$ cat config.mk
export PLATFORM = sky130hd
export DESIGN_NAME = drt_top
export DESIGN_NICKNAME = d
export VERILOG_FILES = /design/src/core/drt_pkg.sv /design/src/core/drt_if.sv /design/src/core/drt_prescale.sv /design/src/core/drt_edge.sv /design/src/core/drt_top.sv
export VERILOG_INCLUDE_DIRS = /design/src /design/src/core
export SDC_FILE = /design/constraint.sdc
export NUM_CORES = 1
export LEC_CHECK = 0
export BUFFER_PORTS_ARGS = -buffer_cell sky130_fd_sc_hd__buf_2
export CORE_MARGIN = 2
export CORE_UTILIZATION = 40
export DETAILED_ROUTE_END_ITERATION = 16
export PLACE_DENSITY_LB_ADDON = 0.3
export SETUP_SLACK_MARGIN = 0.1
export SYNTH_ARGS = -nofsm -noshare
export SYNTH_HDL_FRONTEND = slang
export SYNTH_HIERARCHICAL = 1
export SYNTH_SLANG_ARGS = --single-unit
$ cat constraint.sdc
create_clock -name clk -period 5.7 [get_ports clk]
set_clock_uncertainty 0.2 [all_clocks]
set_input_delay 0.57 -clock clk [delete_from_list [all_inputs] [get_ports clk]]
set_output_delay 0.57 -clock clk [all_outputs]
set_load 0.1 [all_outputs]
$ cat src/core/drt_params.svh
// Register offsets, field positions and reset values of the reload timer
`ifndef DRT_PARAMS_SVH
`define DRT_PARAMS_SVH
`define DRT_ADDR_W        9
`define DRT_OFF_PRESC     9'h111
`define DRT_OFF_LOW_CNT   9'h112
`define DRT_OFF_LOW_REL   9'h113
`define DRT_OFF_HIGH_CNT  9'h114
`define DRT_OFF_HIGH_REL  9'h115
`define DRT_OFF_TCTL      9'h14e
`define DRT_OFF_EDGE_CTL  9'h15e
`define DRT_OFF_INSEL     9'h15f
`define DRT_RST_BYTE      8'h00
`define DRT_RST_INSEL     6'h00
`define DRT_CNT_MAX       8'hff
`define DRT_TC_RUN_H      7
`define DRT_TC_RUN_L      6
`define DRT_TC_CASCADE    5
`define DRT_TC_LOW_EXT    4
`define DRT_TC_OVF_H      3
`define DRT_TC_IE_H       2
`define DRT_TC_OVF_L      1
`define DRT_TC_IE_L       0
`define DRT_EC_B_RISE     7
`define DRT_EC_B_FALL     6
`define DRT_EC_B_PEND     5
`define DRT_EC_B_IE       4
`define DRT_EC_A_RISE     3
`define DRT_EC_A_FALL     2
`define DRT_EC_A_PEND     1
`define DRT_EC_A_IE       0
`define DRT_IS_PIN_SEL    0
`define DRT_FILT_CYC      1
`endif

$ cat src/core/drt_pkg.sv
// Types shared by the reload timer modules
package drt_pkg;
	typedef logic [7:0] drt_byte_t;
	typedef struct packed {
		drt_byte_t cnt;
		logic      tick;
	} drt_presc_st_t;
	typedef struct packed {
		logic      sync1;
		logic      sync2;
		logic      level;
		drt_byte_t cnt;
		logic      rise;
		logic      fall;
	} drt_edge_st_t;
	typedef struct packed {
		drt_byte_t presc_rel;
		drt_byte_t low_cnt;
		drt_byte_t low_rel;
		drt_byte_t high_cnt;
		drt_byte_t high_rel;
		drt_byte_t tctl;
		logic [5:0] insel;
		drt_byte_t ectl;
		drt_byte_t rdata;
		logic [3:0] irq;
	} drt_core_st_t;
endpackage

$ cat src/core/drt_if.sv
// Carrier between the timer core and its prescaler
`timescale 1ns/1ps
interface drt_if;
	logic [7:0] reload;
	logic       tick;
	modport core  (output reload, input tick);
	modport presc (input reload, output tick);
endinterface

$ cat src/core/drt_prescale.sv
// Eight-bit programmable prescaler on the cycle clock
`timescale 1ns/1ps
`include "drt_params.svh"
module drt_prescale (
	input  wire logic clk,
	input  wire logic sys_rst,
	drt_if.presc      pif
);
	import drt_pkg::*;
	drt_presc_st_t st_r;
	drt_presc_st_t st_nxt;

	// Count up from the reload value; one tick per 256 - reload cycles
	always_comb begin
		st_nxt = st_r;
		st_nxt.tick = 1'b0;
		if (st_r.cnt == `DRT_CNT_MAX) begin
			st_nxt.cnt = pif.reload;
			st_nxt.tick = 1'b1;
		end else begin
			st_nxt.cnt = st_r.cnt + 8'h01;
		end
	end

	always_ff @(posedge clk) begin
		if (sys_rst) begin
			st_r <= '0;
		end else begin
			st_r <= st_nxt;
		end
	end

	assign pif.tick = st_r.tick;

	a_presc_reload: assert property (@(posedge clk) disable iff (sys_rst)
		(st_r.cnt == `DRT_CNT_MAX) |=> (pif.tick && st_r.cnt == $past(pif.reload)))
		else $error("prescaler did not reload and tick");
endmodule // drt_prescale

$ cat src/core/drt_edge.sv
// Pin synchroniser, optional noise filter and edge detector
`timescale 1ns/1ps
`include "drt_params.svh"
module drt_edge #(
	parameter bit         FILTER   = 1'b0,
	parameter logic [7:0] FILT_CYC = 8'd`DRT_FILT_CYC
) (
	input  wire logic clk,
	input  wire logic sys_rst,
	input  wire logic pin,
	output logic      rise,
	output logic      fall
);
	import drt_pkg::*;
	drt_edge_st_t st_r;
	drt_edge_st_t st_nxt;

	initial begin
		if (FILT_CYC == 8'd0) begin
			$error("FILT_CYC must be at least one");
		end
	end

	always_comb begin
		st_nxt = st_r;
		st_nxt.sync1 = pin;
		st_nxt.sync2 = st_r.sync1;
		if (!FILTER) begin
			st_nxt.level = st_r.sync2;
		end else if (st_r.sync2 == st_r.level) begin
			st_nxt.cnt = 8'h00;
		end else if (st_r.cnt + 8'h01 >= FILT_CYC) begin
			// A level shorter than the constant is dropped as noise
			st_nxt.level = st_r.sync2;
			st_nxt.cnt = 8'h00;
		end else begin
			st_nxt.cnt = st_r.cnt + 8'h01;
		end
		st_nxt.rise = st_nxt.level & ~st_r.level;
		st_nxt.fall = ~st_nxt.level & st_r.level;
	end

	always_ff @(posedge clk) begin
		if (sys_rst) begin
			st_r <= '0;
		end else begin
			st_r <= st_nxt;
		end
	end

	assign rise = st_r.rise;
	assign fall = st_r.fall;
endmodule // drt_edge

$ cat src/core/drt_top.sv
// Dual eight-bit reload timer/counter with two edge-detect inputs
`timescale 1ns/1ps
`include "drt_params.svh"
module drt_top #(
	parameter logic [7:0] FILT_CYC = 8'd`DRT_FILT_CYC
) (
	input  wire logic                     clk,
	input  wire logic                     sys_rst,
	input  wire logic [`DRT_ADDR_W-1:0]   addr,
	input  wire drt_pkg::drt_byte_t       wdata,
	input  wire logic                     wr_stb,
	input  wire logic                     rd_stb,
	output drt_pkg::drt_byte_t            rdata,
	input  wire logic                     pin_a,
	input  wire logic                     pin_b,
	output logic                          irq_low,
	output logic                          irq_high,
	output logic                          irq_edge_a,
	output logic                          irq_edge_b
);
	import drt_pkg::*;

	drt_if        pif ();
	drt_core_st_t st_r;
	drt_core_st_t st_nxt;
	logic [1:0]   pin_rise;
	logic [1:0]   pin_fall;
	logic [1:0]   pins;

	assign pins = {pin_b, pin_a};

	drt_prescale u_presc (
		.clk     (clk),
		.sys_rst (sys_rst),
		.pif     (pif)
	);

	// Index 0 is pin_a, index 1 is pin_b; only pin_b carries the filter
	genvar gi;
	generate
		for (gi = 0; gi < 2; gi++) begin : g_pin
			drt_edge #(
				.FILTER   (gi == 1),
				.FILT_CYC (FILT_CYC)
			) u_edge (
				.clk     (clk),
				.sys_rst (sys_rst),
				.pin     (pins[gi]),
				.rise    (pin_rise[gi]),
				.fall    (pin_fall[gi])
			);
		end
	endgenerate

	assign pif.reload = st_r.presc_rel;

	logic edge_a_ev;
	logic edge_b_ev;
	logic count_ev;
	logic run_low;
	logic run_high;
	logic cascade;
	logic low_ext;
	logic low_clk;
	logic low_inc;
	logic low_ovf;
	logic high_clk;
	logic high_inc;
	logic high_ovf;
	logic wr_tctl;
	logic wr_ectl;

	always_comb begin
		edge_b_ev = (pin_rise[1] & st_r.ectl[`DRT_EC_B_RISE])
			| (pin_fall[1] & st_r.ectl[`DRT_EC_B_FALL]);
		edge_a_ev = (pin_rise[0] & st_r.ectl[`DRT_EC_A_RISE])
			| (pin_fall[0] & st_r.ectl[`DRT_EC_A_FALL]);
		count_ev = st_r.insel[`DRT_IS_PIN_SEL] ? edge_b_ev : edge_a_ev;
		run_low = st_r.tctl[`DRT_TC_RUN_L];
		run_high = st_r.tctl[`DRT_TC_RUN_H];
		cascade = st_r.tctl[`DRT_TC_CASCADE];
		low_ext = st_r.tctl[`DRT_TC_LOW_EXT];
		low_clk = low_ext ? count_ev : pif.tick;
		low_inc = run_low & low_clk;
		low_ovf = low_inc & (st_r.low_cnt == `DRT_CNT_MAX);
		// Cascading feeds the high counter from the low overflow
		high_clk = cascade ? low_ovf : pif.tick;
		high_inc = run_high & high_clk;
		high_ovf = high_inc & (st_r.high_cnt == `DRT_CNT_MAX);
		wr_tctl = wr_stb && (addr == `DRT_OFF_TCTL);
		wr_ectl = wr_stb && (addr == `DRT_OFF_EDGE_CTL);
	end

	always_comb begin
		st_nxt = st_r;
		st_nxt.rdata = `DRT_RST_BYTE;
		if (wr_stb) begin
			if (addr == `DRT_OFF_PRESC) begin
				st_nxt.presc_rel = wdata;
			end else if (addr == `DRT_OFF_LOW_REL) begin
				st_nxt.low_rel = wdata;
			end else if (addr == `DRT_OFF_HIGH_REL) begin
				st_nxt.high_rel = wdata;
			end else if (addr == `DRT_OFF_TCTL) begin
				st_nxt.tctl = wdata;
			end else if (addr == `DRT_OFF_EDGE_CTL) begin
				st_nxt.ectl = wdata;
			end else if (addr == `DRT_OFF_INSEL) begin
				st_nxt.insel = wdata[5:0];
			end
		end

		// Low counter; a stopped counter keeps showing its reload value
		if (!run_low) begin
			st_nxt.low_cnt = st_r.low_rel;
		end else if (cascade && high_ovf) begin
			st_nxt.low_cnt = st_r.low_rel;
		end else if (!cascade && low_ovf) begin
			st_nxt.low_cnt = st_r.low_rel;
		end else if (low_inc) begin
			// In 16-bit operation a low overflow alone wraps to zero
			st_nxt.low_cnt = st_r.low_cnt + 8'h01;
		end

		if (!run_high || high_ovf) begin
			st_nxt.high_cnt = st_r.high_rel;
		end else if (high_inc) begin
			st_nxt.high_cnt = st_r.high_cnt + 8'h01;
		end

		// Hardware sets win over a same-cycle software clear
		if (high_ovf) begin
			st_nxt.tctl[`DRT_TC_OVF_H] = 1'b1;
		end
		if (cascade ? high_ovf : low_ovf) begin
			st_nxt.tctl[`DRT_TC_OVF_L] = 1'b1;
		end
		if (edge_b_ev) begin
			st_nxt.ectl[`DRT_EC_B_PEND] = 1'b1;
		end
		if (edge_a_ev) begin
			st_nxt.ectl[`DRT_EC_A_PEND] = 1'b1;
		end

		// Order: low vector, high vector, edge a, edge b
		st_nxt.irq[0] = st_nxt.tctl[`DRT_TC_OVF_L] & st_nxt.tctl[`DRT_TC_IE_L];
		st_nxt.irq[1] = st_nxt.tctl[`DRT_TC_OVF_H] & st_nxt.tctl[`DRT_TC_IE_H];
		st_nxt.irq[2] = st_nxt.ectl[`DRT_EC_A_PEND] & st_nxt.ectl[`DRT_EC_A_IE];
		st_nxt.irq[3] = st_nxt.ectl[`DRT_EC_B_PEND] & st_nxt.ectl[`DRT_EC_B_IE];

		// Reads show state at the edge of the strobe; unmapped reads zero
		if (rd_stb) begin
			if (addr == `DRT_OFF_PRESC) begin
				st_nxt.rdata = st_r.presc_rel;
			end else if (addr == `DRT_OFF_LOW_CNT) begin
				st_nxt.rdata = st_r.low_cnt;
			end else if (addr == `DRT_OFF_LOW_REL) begin
				st_nxt.rdata = st_r.low_rel;
			end else if (addr == `DRT_OFF_HIGH_CNT) begin
				st_nxt.rdata = st_r.high_cnt;
			end else if (addr == `DRT_OFF_HIGH_REL) begin
				st_nxt.rdata = st_r.high_rel;
			end else if (addr == `DRT_OFF_TCTL) begin
				st_nxt.rdata = st_r.tctl;
			end else if (addr == `DRT_OFF_EDGE_CTL) begin
				st_nxt.rdata = st_r.ectl;
			end else if (addr == `DRT_OFF_INSEL) begin
				st_nxt.rdata = {2'b00, st_r.insel};
			end
		end
	end

	always_ff @(posedge clk) begin
		if (sys_rst) begin
			st_r <= '0;
		end else begin
			st_r <= st_nxt;
		end
	end

	assign rdata = st_r.rdata;
	assign irq_low = st_r.irq[0];
	assign irq_high = st_r.irq[1];
	assign irq_edge_a = st_r.irq[2];
	assign irq_edge_b = st_r.irq[3];

	a_low_ovf_flag: assert property (@(posedge clk) disable iff (sys_rst)
		(!cascade && low_ovf) |=> st_r.tctl[`DRT_TC_OVF_L])
		else $error("low overflow flag not set");

	a_high_ovf_flag: assert property (@(posedge clk) disable iff (sys_rst)
		high_ovf |=> (st_r.tctl[`DRT_TC_OVF_H] && st_r.high_cnt == $past(st_r.high_rel)))
		else $error("high overflow did not flag and reload");

	a_low_reload: assert property (@(posedge clk) disable iff (sys_rst)
		(run_low && !cascade && low_ovf) |=> (st_r.low_cnt == $past(st_r.low_rel)))
		else $error("low counter did not reload on overflow");

	a_stop_reload: assert property (@(posedge clk) disable iff (sys_rst)
		(!run_high && !run_low) |=> (st_r.high_cnt == $past(st_r.high_rel)
			&& st_r.low_cnt == $past(st_r.low_rel)))
		else $error("stopped counter does not hold reload value");

	a_low_count_up: assert property (@(posedge clk) disable iff (sys_rst)
		(run_low && low_clk && st_r.low_cnt != `DRT_CNT_MAX)
			|=> (st_r.low_cnt == $past(st_r.low_cnt) + 8'h01))
		else $error("low counter missed a count");

	a_edge_b_pend: assert property (@(posedge clk) disable iff (sys_rst)
		edge_b_ev |=> st_r.ectl[`DRT_EC_B_PEND])
		else $error("pin_b edge lost");

	a_edge_a_pend: assert property (@(posedge clk) disable iff (sys_rst)
		edge_a_ev |=> st_r.ectl[`DRT_EC_A_PEND])
		else $error("pin_a edge lost");

	a_edge_b_irq: assert property (@(posedge clk) disable iff (sys_rst)
		irq_edge_b == (st_r.ectl[`DRT_EC_B_PEND] && st_r.ectl[`DRT_EC_B_IE]))
		else $error("pin_b request disagrees with pending and enable");

	a_edge_a_irq: assert property (@(posedge clk) disable iff (sys_rst)
		irq_edge_a == (st_r.ectl[`DRT_EC_A_PEND] && st_r.ectl[`DRT_EC_A_IE]))
		else $error("pin_a request disagrees with pending and enable");

	a_timer_irq: assert property (@(posedge clk) disable iff (sys_rst)
		(irq_high == (st_r.tctl[`DRT_TC_OVF_H] && st_r.tctl[`DRT_TC_IE_H]))
			&& (irq_low == (st_r.tctl[`DRT_TC_OVF_L] && st_r.tctl[`DRT_TC_IE_L])))
		else $error("timer request disagrees with flag and enable");

	a_cascade_noflag: assert property (@(posedge clk) disable iff (sys_rst)
		(cascade && low_ovf && !high_ovf && !wr_tctl && !st_r.tctl[`DRT_TC_OVF_L])
			|=> !st_r.tctl[`DRT_TC_OVF_L])
		else $error("low flag set by low overflow in 16-bit mode");

	a_cascade_reload: assert property (@(posedge clk) disable iff (sys_rst)
		(cascade && run_low && high_ovf) |=> (st_r.low_cnt == $past(st_r.low_rel)
			&& st_r.tctl[`DRT_TC_OVF_L] && st_r.tctl[`DRT_TC_OVF_H]))
		else $error("16-bit overflow did not reload both halves");

	// Source selection, holding and sticky flags; these guard decode mistakes that counts alone would hide
	a_pin_a_select: assert property (@(posedge clk) disable iff (sys_rst)
		(!st_r.insel[`DRT_IS_PIN_SEL] && !pin_rise[0] && !pin_fall[0]) |-> !count_ev)
		else $error("unselected pin_b edge was counted");

	a_pin_b_select: assert property (@(posedge clk) disable iff (sys_rst)
		(st_r.insel[`DRT_IS_PIN_SEL] && !pin_rise[1] && !pin_fall[1]) |-> !count_ev)
		else $error("unselected pin_a edge was counted");

	a_no_count_cond: assert property (@(posedge clk) disable iff (sys_rst)
		(!st_r.ectl[`DRT_EC_B_RISE] && !st_r.ectl[`DRT_EC_B_FALL]
			&& !st_r.ectl[`DRT_EC_A_RISE] && !st_r.ectl[`DRT_EC_A_FALL]) |-> !count_ev)
		else $error("count event with no edge selected");

	a_b_no_detect: assert property (@(posedge clk) disable iff (sys_rst)
		(!st_r.ectl[`DRT_EC_B_RISE] && !st_r.ectl[`DRT_EC_B_FALL]) |-> !edge_b_ev)
		else $error("pin_b edge seen with detection off");

	a_b_both_edges: assert property (@(posedge clk) disable iff (sys_rst)
		(st_r.ectl[`DRT_EC_B_RISE] && st_r.ectl[`DRT_EC_B_FALL] && (pin_rise[1] || pin_fall[1])) |-> edge_b_ev)
		else $error("pin_b dual edge missed");

	a_a_both_edges: assert property (@(posedge clk) disable iff (sys_rst)
		(st_r.ectl[`DRT_EC_A_RISE] && st_r.ectl[`DRT_EC_A_FALL] && (pin_rise[0] || pin_fall[0])) |-> edge_a_ev)
		else $error("pin_a dual edge missed");

	a_a_no_detect: assert property (@(posedge clk) disable iff (sys_rst)
		(!st_r.ectl[`DRT_EC_A_RISE] && !st_r.ectl[`DRT_EC_A_FALL]) |-> !edge_a_ev)
		else $error("pin_a edge seen with detection off");

	a_low_stop: assert property (@(posedge clk) disable iff (sys_rst)
		!run_low |=> (st_r.low_cnt == $past(st_r.low_rel)))
		else $error("stopped low counter does not follow its reload");

	a_high_stop: assert property (@(posedge clk) disable iff (sys_rst)
		!run_high |=> (st_r.high_cnt == $past(st_r.high_rel)))
		else $error("stopped high counter does not follow its reload");

	a_low_idle: assert property (@(posedge clk) disable iff (sys_rst)
		(run_low && !low_clk) |=> (st_r.low_cnt == $past(st_r.low_cnt)))
		else $error("low counter moved without a clock");

	a_mode0_clock: assert property (@(posedge clk) disable iff (sys_rst)
		(!cascade && !low_ext) |-> (low_clk == pif.tick && high_clk == pif.tick))
		else $error("mode 0 counters not on prescaler");

	a_mode1_clock: assert property (@(posedge clk) disable iff (sys_rst)
		(!cascade && low_ext) |-> (low_clk == count_ev && high_clk == pif.tick))
		else $error("mode 1 clock sources wrong");

	a_mode2_clock: assert property (@(posedge clk) disable iff (sys_rst)
		(cascade && !low_ext) |-> (low_clk == pif.tick && high_clk == low_ovf))
		else $error("mode 2 clock sources wrong");

	a_mode3_clock: assert property (@(posedge clk) disable iff (sys_rst)
		(cascade && low_ext) |-> (low_clk == count_ev && high_clk == low_ovf))
		else $error("mode 3 clock sources wrong");

	a_cascade_wrap: assert property (@(posedge clk) disable iff (sys_rst)
		(cascade && low_ovf && !high_ovf) |=> (st_r.low_cnt == 8'h00))
		else $error("16-bit low half did not wrap to zero");

	a_high_flag_hold: assert property (@(posedge clk) disable iff (sys_rst)
		(st_r.tctl[`DRT_TC_OVF_H] && !wr_tctl) |=> st_r.tctl[`DRT_TC_OVF_H])
		else $error("high overflow flag cleared without a write");

	a_low_flag_hold: assert property (@(posedge clk) disable iff (sys_rst)
		(st_r.tctl[`DRT_TC_OVF_L] && !wr_tctl) |=> st_r.tctl[`DRT_TC_OVF_L])
		else $error("low overflow flag cleared without a write");

	a_b_pend_hold: assert property (@(posedge clk) disable iff (sys_rst)
		(st_r.ectl[`DRT_EC_B_PEND] && !wr_ectl) |=> st_r.ectl[`DRT_EC_B_PEND])
		else $error("pin_b pending cleared without a write");

	a_a_pend_hold: assert property (@(posedge clk) disable iff (sys_rst)
		(st_r.ectl[`DRT_EC_A_PEND] && !wr_ectl) |=> st_r.ectl[`DRT_EC_A_PEND])
		else $error("pin_a pending cleared without a write");

	a_high_vector: assert property (@(posedge clk) disable iff (sys_rst)
		!st_r.tctl[`DRT_TC_IE_H] |-> !irq_high)
		else $error("high request raised while disabled");
endmodule // drt_top

==> results of run 1 <==
==> final timing paths <==
| kind | to | slack [ns] | startpoint | cells past startpoint |
|---|---|---|---|---|
| hold / removal | g_pin[0].u_edge/rise | 0.22 | g_pin[0].u_edge/st_r[10] | 1 |
| hold reg to reg | g_pin[0].u_edge/rise | 0.22 | g_pin[0].u_edge/st_r[10] | 1 |
| setup / recovery | st_r[52] | 2.70 | addr[4] | 6 |
| setup reg to reg | st_r[64] | 2.82 | st_r[19] | 5 |
==> cells in the final DEF (no fill, tap or decap), drive strengths merged, types with 13 or more instances in the layout <==
cell / synthesis / final
inv: 16 / 18
nand3: 23 / 23
nor2b: 13 / 13
a21oi: 25 / 25
o21ai: 39 / 39
mux2i: 51 / 51
nor2: 62 / 62
nand4: 17 / 17
nand2: 31 / 31
buf: 20 / 35
dfxtp: 101 / 101
==> cells by family after synthesis <==
kind of cell / Yosys count
adders and majority gates: 5
xor gates and xnor gates: 6
DFF: 101
buffers and inverters: 54
other: 1
AOI/OAI and AO/OA: 129
muxes: 57
and+or+nand+nor: 193
==> critical path, cell delays in order <==
cell and delay (ns):
buf_2 0.22, or3b_1 0.41, nor3_1 0.88, and4_1 0.61, mux2i_1 0.26, nor2_1 0.05
==> registers in the layout, summed over array words and instances (netlist names) <==
register / cells
g_pin.u_edge/rise: 2
st_r: 50
u_presc/st_r: 8
run_high: 1
rdata: 8
g_pin.u_edge/fall: 2
cascade: 1
low_ext: 1
u_presc/pif.tick: 1
irq_high: 1
g_pin.u_edge/st_nxt: 3
g_pin.u_edge/st_r: 11
irq_low: 1
irq_edge_b: 1
run_low: 1
pif.reload: 8
irq_edge_a: 1
==> Yosys cell counts (3+ instances only) <==
master	number	share of area (%)
nor4b_1	4	0.73
nand4_1	16	2.1
nor2_1	61	4.7
a211oi_1	6	0.93
nor3_1	7	0.73
a31oi_1	10	1.3
buf_4	10	1.6
clkbuf_1	16	1.2
a221oi_1	3	0.54
mux2i_1	51	11
or2_2	3	0.39
nor2b_1	13	1.7
nor4_1	3	0.39
nand3_1	21	2.2
nor3b_1	3	0.47
mux2_2	6	1.4
nand2b_1	5	0.65
dfxtp_1	101	42
a22oi_1	10	1.6
and4_1	4	0.73
inv_1	16	1.2
a21oi_1	25	2.6
xnor2_1	4	0.73
and3_1	8	1.0
nand2_1	30	2.3
o21ai_0	37	3.8
o22ai_1	10	1.3
buf_2	8	0.83
ha_1	5	1.3
==> layout make-up <==
| cell class | instances | share of cell area [%] |
|---|---|---|
| clock buffer | 10 | 4.442 |
| clock inverter | 6 | 2.186 |
| inverter | 17 | 1.186 |
| multi-input combinational | 396 | 47.88 |
| sequential | 101 | 37.58 |
| tap | 147 | 3.419 |
| timing repair buffer | 35 | 3.302 |
==> routing by layer <==
layer / part of all wire, % / up-vias
li1: - / 2007
met1: 45 / 1966
met2: 48 / 124
met3: 5.5 / 16
met4: 2.0 / 0
met5: 0 / -
==> metrics by stage <==
step	hold slack (ns)	utilization, %	total power [W]	setup slack, ns	cells
final	0.2151	45.17	0.001490	2.700	712
after global routing	0.2290	45.17	0.001538	2.515	712
after CTS	0.2217	45.17	0.001499	2.774	712
after detailed placement	0.2119	42.17	0.0007929	2.437	696
after global placement	0.1926	42.17	0.0007920	2.517	696
after floorplan	0.1872	-	0.0007649	3.553	551
==> power groups by stage <==
stage | Combinational [W] | Clock (W) | Sequential (W)
floorplan | 0.0000334 | 0 | 0.000732
finish | 0.0000606 | 0.000713 | 0.000717
global route | 0.0000664 | 0.000755 | 0.000717
CTS | 0.0000602 | 0.000722 | 0.000717
detailed placement | 0.0000600 | 0 | 0.000733
global placement | 0.0000596 | 0 | 0.000732
==> qor.csv, run 1 <==
stage,metric,value,unit
status,outcome,completed,
clock_tree,cts.sinks,101,
floorplanning,initial_core_util,40.53,%
sta,fmax,333.3,MHz
min_path,min_path_type,reg -> reg,
power,netSwitchingFraction,21.11,%
power,p_seq_share,48.1,%
synth,ys_seq_area_share,41.89,%
power,ir_worst_vdd,198.9,uV
global_routing,grt_use_met2,33.53,%
detailed_routing,num_vias,4113,
synth,yosys_warnings,6,
clock_tree,cts_buffer_depth,2,
layout,fillers,1164,
synth,synth_edf_count,0,
clock_tree,insertion_delay,0.35,ns
sta,fin_tns_setup,0,ns
setup_path,critical_path.endpoint_type,register,
layout,final_layout_size_suffix_gt1_share,13.10,%
global_routing,grt_max_degree,44,
power,p_comb_share,4.1,%
global_routing,grt_pass1_wl,20430,microns
synth,synthSimpleGateAreaFrac,21.07,%
detailed_routing,final_antenna_net_count,0,
detailed_routing,drtPass1Iterations,5,
power,p_clk_share,47.9,%
synth,syn-instance-count,546,
global_routing,antenna_found_initial,0,
floorplanning,die-width,113.9,microns
layout,ff_latch_area,0.002022,sq mm
synth,synthArstFlopShare,0,%
sta,hold_violations,0,
layout,antenna_cells,0,
global_routing,top_usage_layer,met2,
global_routing,gr-total-overflow,0,
synth,synth_fa_ha_area_share,1.296,%
clock_tree,htreeDepth,3,
place,place_hpwl,9125,microns
detailed_routing,drt-initial-drc-count,372,
synth,avgSynthCellArea,8.841,sq um
detailed_routing,wire_per_inst,17.62,microns
sta,rsz0062_at_grt,false,
synth,synth_xor_area_share,1.089,%
clock_tree,cts_tree,built,
setup_path,critPathKind,in -> reg,
detailed_routing,wirelength,12550,microns
synth,ys_ff_latch,101,
clock_tree,cts_made_buffers,9,
clock_tree,ctsResizeCount,0,
place,place.gp.congestion,0.9281,
synth,syn-cell-area,0.004827,sq mm
layout,nets,588,
layout,area_delta_synth_final,11.46,%
clock_tree,root_buffer,clkbuf_16,
floorplanning,die_h,113.9,microns
sta,slew_viol_final,0,
place,portBuffers,34,
setup_path,worstPathArrival,3.01,ns
sta,tightestPinTransition,1.221,ns
clock_tree,path_clk_slew,0.07,ns
synth,synth_top_family_by_area,simple AND/OR/NAND/NOR gates,
clock_tree,postCtsHoldBufs,0,
global_routing,met3_usage,4.463,%
sta,fin_crit,3.000,ns
floorplanning,io_pins,35,
detailed_routing,drcViolationCount,0,
detailed_routing,via_per_inst,5.777,
floorplanning,dieArea,0.01296,sq mm
synth,synth_compound_area_share,17.34,%
clock_tree,cts_setup_buffers,0,
synth,synth_cell_types,67,
job,maxCapViolations,0,
layout,design_area,0.005380,sq mm
sta,setup_viol,0,
global_routing,grt_use_met1,26.22,%
place,dpl-instance-area,0.005024,sq mm
setup_path,crit_required,5.71,ns
power,intPower,0.001176,W
layout,multi_input_area,0.002576,sq mm
global_routing,grt_pass1_vias,3920,
setup_path,startpoint_type,primary input,
synth,synthMuxAreaShare,11.98,%
sta,slew_headroom,18.39,%
power,power_switching,0.0003146,W
floorplanning,fp-row-count,40,
power,leakage,1.967,nW
sta,post-route-period-util,52.63,%
synth,synth_ff_type,dfxtp_1,
power,p_per_area,277.0,mW/mm^2
setup_path,crit_fanout,14,
global_routing,grt_usage,20.18,%
floorplanning,core-area,0.01191,sq mm
(Power assumes the default switching activity.)
==> run 2, diff against run 1 <==
ABC_AREA = 1   (was default)
clock period = 2.9 ns   (was 5.7 ns; I/O delays follow)
==> run 2 against run 1 <==
- design area increased by 6.2%
- largest power group unchanged
- via count is 11% higher
- power is 79% higher
==> qor.csv, run 2 <==
stage,metric,value,unit
min_path,min_path_cells,3,
clock_tree,cts_setup_buffers,0,
layout,largest_register_ffs,50,
setup_path,reg2reg_depth,11,
layout,reg_top3,"st_r x50, g_pin.u_edge/st_r x11",
setup_path,reg2reg_from,st_r[42],
min_path,hold_end,st_r[20],
synth,synthArstFlopShare,0,%
sta,slew_viol_final,0,
synth,synth_top_cells_by_count,"nand2_1, dfxtp_1, inv_1, nand3_1, nor2_1",
setup_path,crit_required,2.95,ns
detailed_routing,final_antenna_net_count,0,
global_routing,grt_usage,19.10,%
detailed_routing,drt-initial-drc-count,335,
floorplanning,initial_core_util,40.83,%
setup_path,critical_path.endpoint_type,register,
floorplanning,dieArea,0.01381,sq mm
detailed_routing,via_per_inst,4.815,
sta,fmax,450.1,MHz
global_routing,antenna_found_initial,0,
power,p_seq_share,52.9,%
sta,tightestPinTransition,0.7426,ns
setup_path,startpoint_type,register,
synth,yosys_warnings,6,
layout,layout_commonest_cell,nand2_1,
status,outcome,completed,
detailed_routing,wirelength,12840,microns
place,place.gp.congestion,0.8877,
sta,hold_violations,0,
synth,synth_ff_type,dfxtp_1,
detailed_routing,wire_per_inst,13.52,microns
synth,ys_ff_latch,101,
detailed_routing,num_vias,4569,
sta,fin_ws,0.6784,ns
synth,syn-cell-area,0.005152,sq mm
clock_tree,ctsResizeCount,0,
setup_path,path_cells,ha_1 -> nand3_1 -> nand3b_1 -> nand2_1 -> nand3_1 -> nand2_1 -> inv_1 -> nand3_1 -> nand3_1 -> nand2_1 -> inv_1,
synth,synth_edf_count,0,
clock_tree,root_buffer,clkbuf_16,
floorplanning,die-width,117.5,microns
synth,syn-instance-count,741,
global_routing,grt_pass1_vias,4256,
power,intPower,0.002025,W
power,p_clk_share,42.0,%
sta,setup_viol,0,
floorplanning,fp-row-count,41,
job,maxCapViolations,0,
setup_path,worstPathArrival,2.28,ns
layout,mostFrequentLayoutCells,"nand2_1, dfxtp_1, inv_1",
setup_path,crit_fanout,12,
global_routing,grt_pass1_wl,21140,microns
floorplanning,die_h,117.5,microns
layout,nets,800,
synth,netlist.area_leader.share,39.24,%
layout,final_layout_size_suffix_gt1_share,13.90,%
layout,fin_util,45.27,%
power,p_per_area,466.0,mW/mm^2
sta,post-route-period-util,76.61,%
min_path,min_path_type,in -> reg,
power,netSwitchingFraction,23.94,%
clock_tree,cts_made_buffers,9,
clock_tree,cts_buffer_depth,2,
floorplanning,core-area,0.01262,sq mm
place,place_hpwl,9715,microns
place,dp_slack,0.7304,ns
detailed_routing,drcViolationCount,0,
power,leakage,2.597,nW
setup_path,r2r_slack,0.68,ns
sta,rsz0062_at_grt,false,
global_routing,gr-total-overflow,0,
clock_tree,path_clk_slew,0.07,ns
place,portBuffers,34,
synth,synth_area_leaders,"dfxtp_1, nand2_1, inv_1",
power,ir_worst_vdd,313.8,uV
sta,fin_crit,2.222,ns
setup_path,crit_slowest_cell,dfxtp_1,
sta,slew_headroom,50.11,%
clock_tree,insertion_delay,0.35,ns
layout,antenna_cells,0,
power,p_comb_share,5.1,%
power,power_switching,0.0006374,W
synth,avgSynthCellArea,6.953,sq um
synth,synth_cell_types,44,
layout,regMostFlops,st_r,
clock_tree,cts.sinks,101,
layout,area_delta_synth_final,10.88,%
min_path,hold_start,wdata[0],
floorplanning,io_pins,35,
setup_path,r2r_end,st_r[63],
setup_path,slowest_delay,0.39,ns
clock_tree,cts_tree,built,
synth,synth_most_common_cell,nand2_1,
detailed_routing,drtPass1Iterations,5,
clock_tree,htreeDepth,3,
setup_path,critPathKind,reg -> reg,
setup_path,crit_top_cell,nand3_1,
synth,ys_seq_area_share,39.24,%
sta,fin_tns_setup,0,ns
synth,yosysTopAreaCell,dfxtp_1,
global_routing,grt_max_degree,35,
[run 2: cell types whose count changed after synthesis, sizes merged, moves of 20 or more]
cell	previous run	this run
nand2	31	184
inv	16	104
mux2i	51	1
nand3	23	73
a21oi	25	59
o21ai	39	59
[run 2: logic make-up after synthesis]
family,share of synthesized area [%]
simple gates,33.80
buf+inv,10.98
compound gates,12.46
flops,39.24
xor+xnor,2.040
fa+ha+maj,1.214
other cells,0.07278
mux,0.1943
[run 2: per-layer routing]
layer | wire length [microns] | track usage, % | share of wire, %
met5 | 0 | 0 | 0
met4 | 260 | 6.627 | 2.0
met3 | 650 | 4.118 | 5.1
met2 | 5666 | 30.15 | 44
met1 | 6257 | 25.89 | 49
[run 2: final cells by class]
type | count | area [sq um]
fill | 1368 | 6907
tap | 172 | 215.2
multi-input combinational | 514 | 2584
timing repair buffer | 40 | 220.2
clock buffer | 11 | 232.7
clock inverter | 5 | 36.28
sequential | 101 | 2022
inverter | 106 | 402.9
[run 2: power by group through the flow]
| stage | combinational (W) | sequential [W] | clock [W] |
|---|---|---|---|
| after floorplan | 0.0000770 | 0.00144 | 0 |
| after global placement | 0.000133 | 0.00144 | 0 |
| after detailed placement | 0.000133 | 0.00144 | 0 |
| after CTS | 0.000136 | 0.00141 | 0.00115 |
| after global routing | 0.000153 | 0.00141 | 0.00121 |
| final | 0.000136 | 0.00141 | 0.00112 |
[run 2: critical path: cells and delay by family (launching register included)]
family	cells	cell delay [ns]
AND/OR/NAND/NOR	8	1.14
buffers and inverters	2	0.19
flip-flops	1	0.39
adder cells (fa/ha/maj)	1	0.20
[run 2: worst max-delay path by stage]
stage	from	to	slack, ns	cells past startpoint
6_report	st_r[42]	st_r[63]	0.68	11
5_1_grt	st_r[58]	st_r[42]	0.47	13
4_1_cts	st_r[42]	st_r[63]	0.71	11
3_5_place_dp	st_r[42]	st_r[63]	0.73	11
3_3_place_gp	st_r[42]	st_r[59]	0.76	11
2_1_floorplan	st_r[58]	st_r[42]	1.11	13
[run 2: timing repair]
item / CTS / global route
hold endpoints to repair: 2 / 0
hold buffers: 2 / 0
setup endpoints to repair: 0 / 0
[run 2: per-stage QoR]
step / instance area (sq um) / hold WS [ns] / total power [W] / instances
finish: 5713 / 0.05994 / 0.002662 / 949
global route: 5713 / 0.06487 / 0.002777 / 949
CTS: 5713 / 0.05233 / 0.002692 / 949
detailed placement: 5424 / 0.1948 / 0.001575 / 931
global placement: 5424 / 0.1932 / 0.001575 / 931
floorplan: 5171 / 0.1612 / 0.001516 / 746
==> run 3, diff against run 2 <==
clock period = 2 ns   (was 2.9 ns; I/O delays follow)
==> run 3 against run 2 <==
- sequential power up 45%
- final cell count rose by 3.9%
- critical path type unchanged
- flip-flop and latch count unchanged
- die area stayed put
- worst setup slack lost 0.56 ns
- register-to-register slack got worse by 0.56 ns
==> qor.csv, run 3 (synthesis gave the netlist of run 2 again) <==
stage,metric,value,unit
status,outcome,completed,
setup_path,slowest_delay,0.36,ns
layout,ff_latch_area,0.002024,sq mm
floorplanning,die-width,117.5,microns
detailed_routing,wire_per_inst,13.69,microns
sta,post-route-period-util,93.95,%
layout,antenna_cells,0,
floorplanning,dieArea,0.01381,sq mm
floorplanning,core-area,0.01262,sq mm
setup_path,crit_slowest_cell,dfxtp_2,
power,leakage,2.825,nW
layout,mostFrequentLayoutCells,"nand2_1, dfxtp_1, inv_1",
global_routing,grt_pass1_vias,4546,
detailed_routing,num_vias,4837,
clock_tree,path_clk_slew,0.07,ns
sta,fin_crit,1.879,ns
power,ir_worst_vdd,559.4,uV
job,maxCapViolations,0,
setup_path,worstPathArrival,1.94,ns
sta,setup_viol,0,
layout,largest_register_ffs,50,
global_routing,antenna_found_initial,0,
detailed_routing,drtPass1Iterations,5,
layout,fillers,1325,
floorplanning,io_pins,35,
clock_tree,root_buffer,clkbuf_16,
clock_tree,cts_made_buffers,9,
detailed_routing,wirelength,13500,microns
layout,design_area,0.006157,sq mm
detailed_routing,drt-initial-drc-count,336,
floorplanning,initial_core_util,40.83,%
min_path,min_path_type,in -> reg,
detailed_routing,drcViolationCount,0,
layout,regMostFlops,st_r,
clock_tree,cts_buffer_depth,2,
power,p_per_area,639.7,mW/mm^2
place,dp.cells,956,
clock_tree,htreeDepth,3,
global_routing,grt_pass1_wl,21990,microns
place,place_hpwl,9972,microns
clock_tree,cts_tree,built,
floorplanning,die_h,117.5,microns
layout,area_delta_synth_final,19.50,%
global_routing,grt_max_degree,35,
setup_path,path_buf_inv,1,
global_routing,grt_usage,19.85,%
setup_path,critical_path.endpoint_type,register,
setup_path,startpoint_type,register,
layout,multi_input_area,0.002728,sq mm
sta,slew_headroom,65.28,%
sta,fmax,532.2,MHz
setup_path,path_cells,ha_4 -> nand2_4 -> nor2_4 -> nand2_2 -> nor2_4 -> nand3_2 -> nand2_4 -> nand3_2 -> nand3_1 -> nand3_1 -> nand2_1 -> inv_1,
sta,hold_violations,0,
setup_path,crit_family,simple AND/OR/NAND/NOR gates,
layout,layout_commonest_cell,nand2_1,
layout,nets,837,
layout,fin_cells,986,
clock_tree,insertion_delay,0.36,ns
layout,final_layout_size_suffix_gt1_share,19.29,%
sta,tightestPinTransition,0.5180,ns
setup_path,critPathKind,reg -> reg,
floorplanning,fp-row-count,41,
detailed_routing,via_per_inst,4.906,
clock_tree,cts.sinks,101,
place,portBuffers,34,
detailed_routing,final_antenna_net_count,0,
global_routing,gr-total-overflow,0,
setup_path,crit_required,2.06,ns
sta,rsz0062_at_grt,true,
place,place.gp.congestion,0.9029,
sta,slew_viol_final,0,
place,dpl-instance-area,0.005612,sq mm
layout,fin_util,48.79,%
setup_path,crit_fanout,5,
layout,reg_top3,"st_r x50, g_pin.u_edge/st_r x11",
[run 3: changes by cell type in the layout (fill, tap and decap cells not counted), sizes merged, moves of 2 or more]
cell and change:
clkinvlp -2, buf +27, inv +3, clkbuf -2, dlygate4sd3 +8
[run 3: worst paths after layout]
check | start | to | slack [ns] | depth (start not counted)
max reg2reg | st_r[59] | st_r[49] | 0.12 | 12
min reg2reg | g_pin[1].u_edge/st_nxt[11] | g_pin[1].u_edge/st_r[11] | 0.21 | 2
min | wr_stb | st_r[24] | 0.12 | 5
max | st_r[59] | st_r[49] | 0.12 | 12
[run 3: layout make-up]
type,count,area share (%)
multi-input cells,516,44.30
flip-flops and latches,101,32.88
repair buffers,75,8.230
inverters,106,6.543
clock buffers,9,3.658
well taps,172,3.495
clock inverters,7,0.8941
[run 3: repair_timing]
action,in CTS,in global routing
gates resized for setup,4,25
endpoints found under the setup margin,8,17
gates cloned,1,1
pin swaps,1,8
endpoints found under the hold margin,25,0
setup buffers,1,1
hold buffers,10,0
[run 3: tightest hold or removal path, delay by kind of cell]
kind | cells | cell delay [ns]
and+or+nand+nor | 3 | 0.24
buffers and inverters | 1 | 0.12
AOI/OAI and AO/OA | 1 | 0.06
[run 3: power breakdown]
part           internal [W]  switching, W  total [W]
clock              0.000861      0.000820    0.00168
combinational     0.0000728      0.000142   0.000215
sequential          0.00203     0.0000133    0.00204
total               0.00296      0.000975    0.00394
[run 3: metal layers]
| layer | GRT usage, % | vias to the layer above | share of wire, % |
|---|---|---|---|
| met5 | 0 | - | 0 |
| met1 | 26.32 | 2195 | 46 |
| met3 | 5.087 | 27 | 5.6 |
| met2 | 31.76 | 119 | 46 |
| met4 | 6.175 | 0 | 2.1 |
| li1 | - | 2496 | - |
[run 3: stage by stage]
step             TNS, ns  hold slack [ns]  setup WS [ns]  power (W)
6_report               0           0.1173         0.1211   0.003938
5_1_grt        -0.005280           0.1395      -0.005280   0.004097
4_1_cts                0           0.1122        0.09989   0.003994
3_5_place_dp           0           0.1978       0.004279   0.002287
3_3_place_gp           0           0.1929        0.06045   0.002286
2_1_floorplan          0          0.07118         0.2131   0.002198
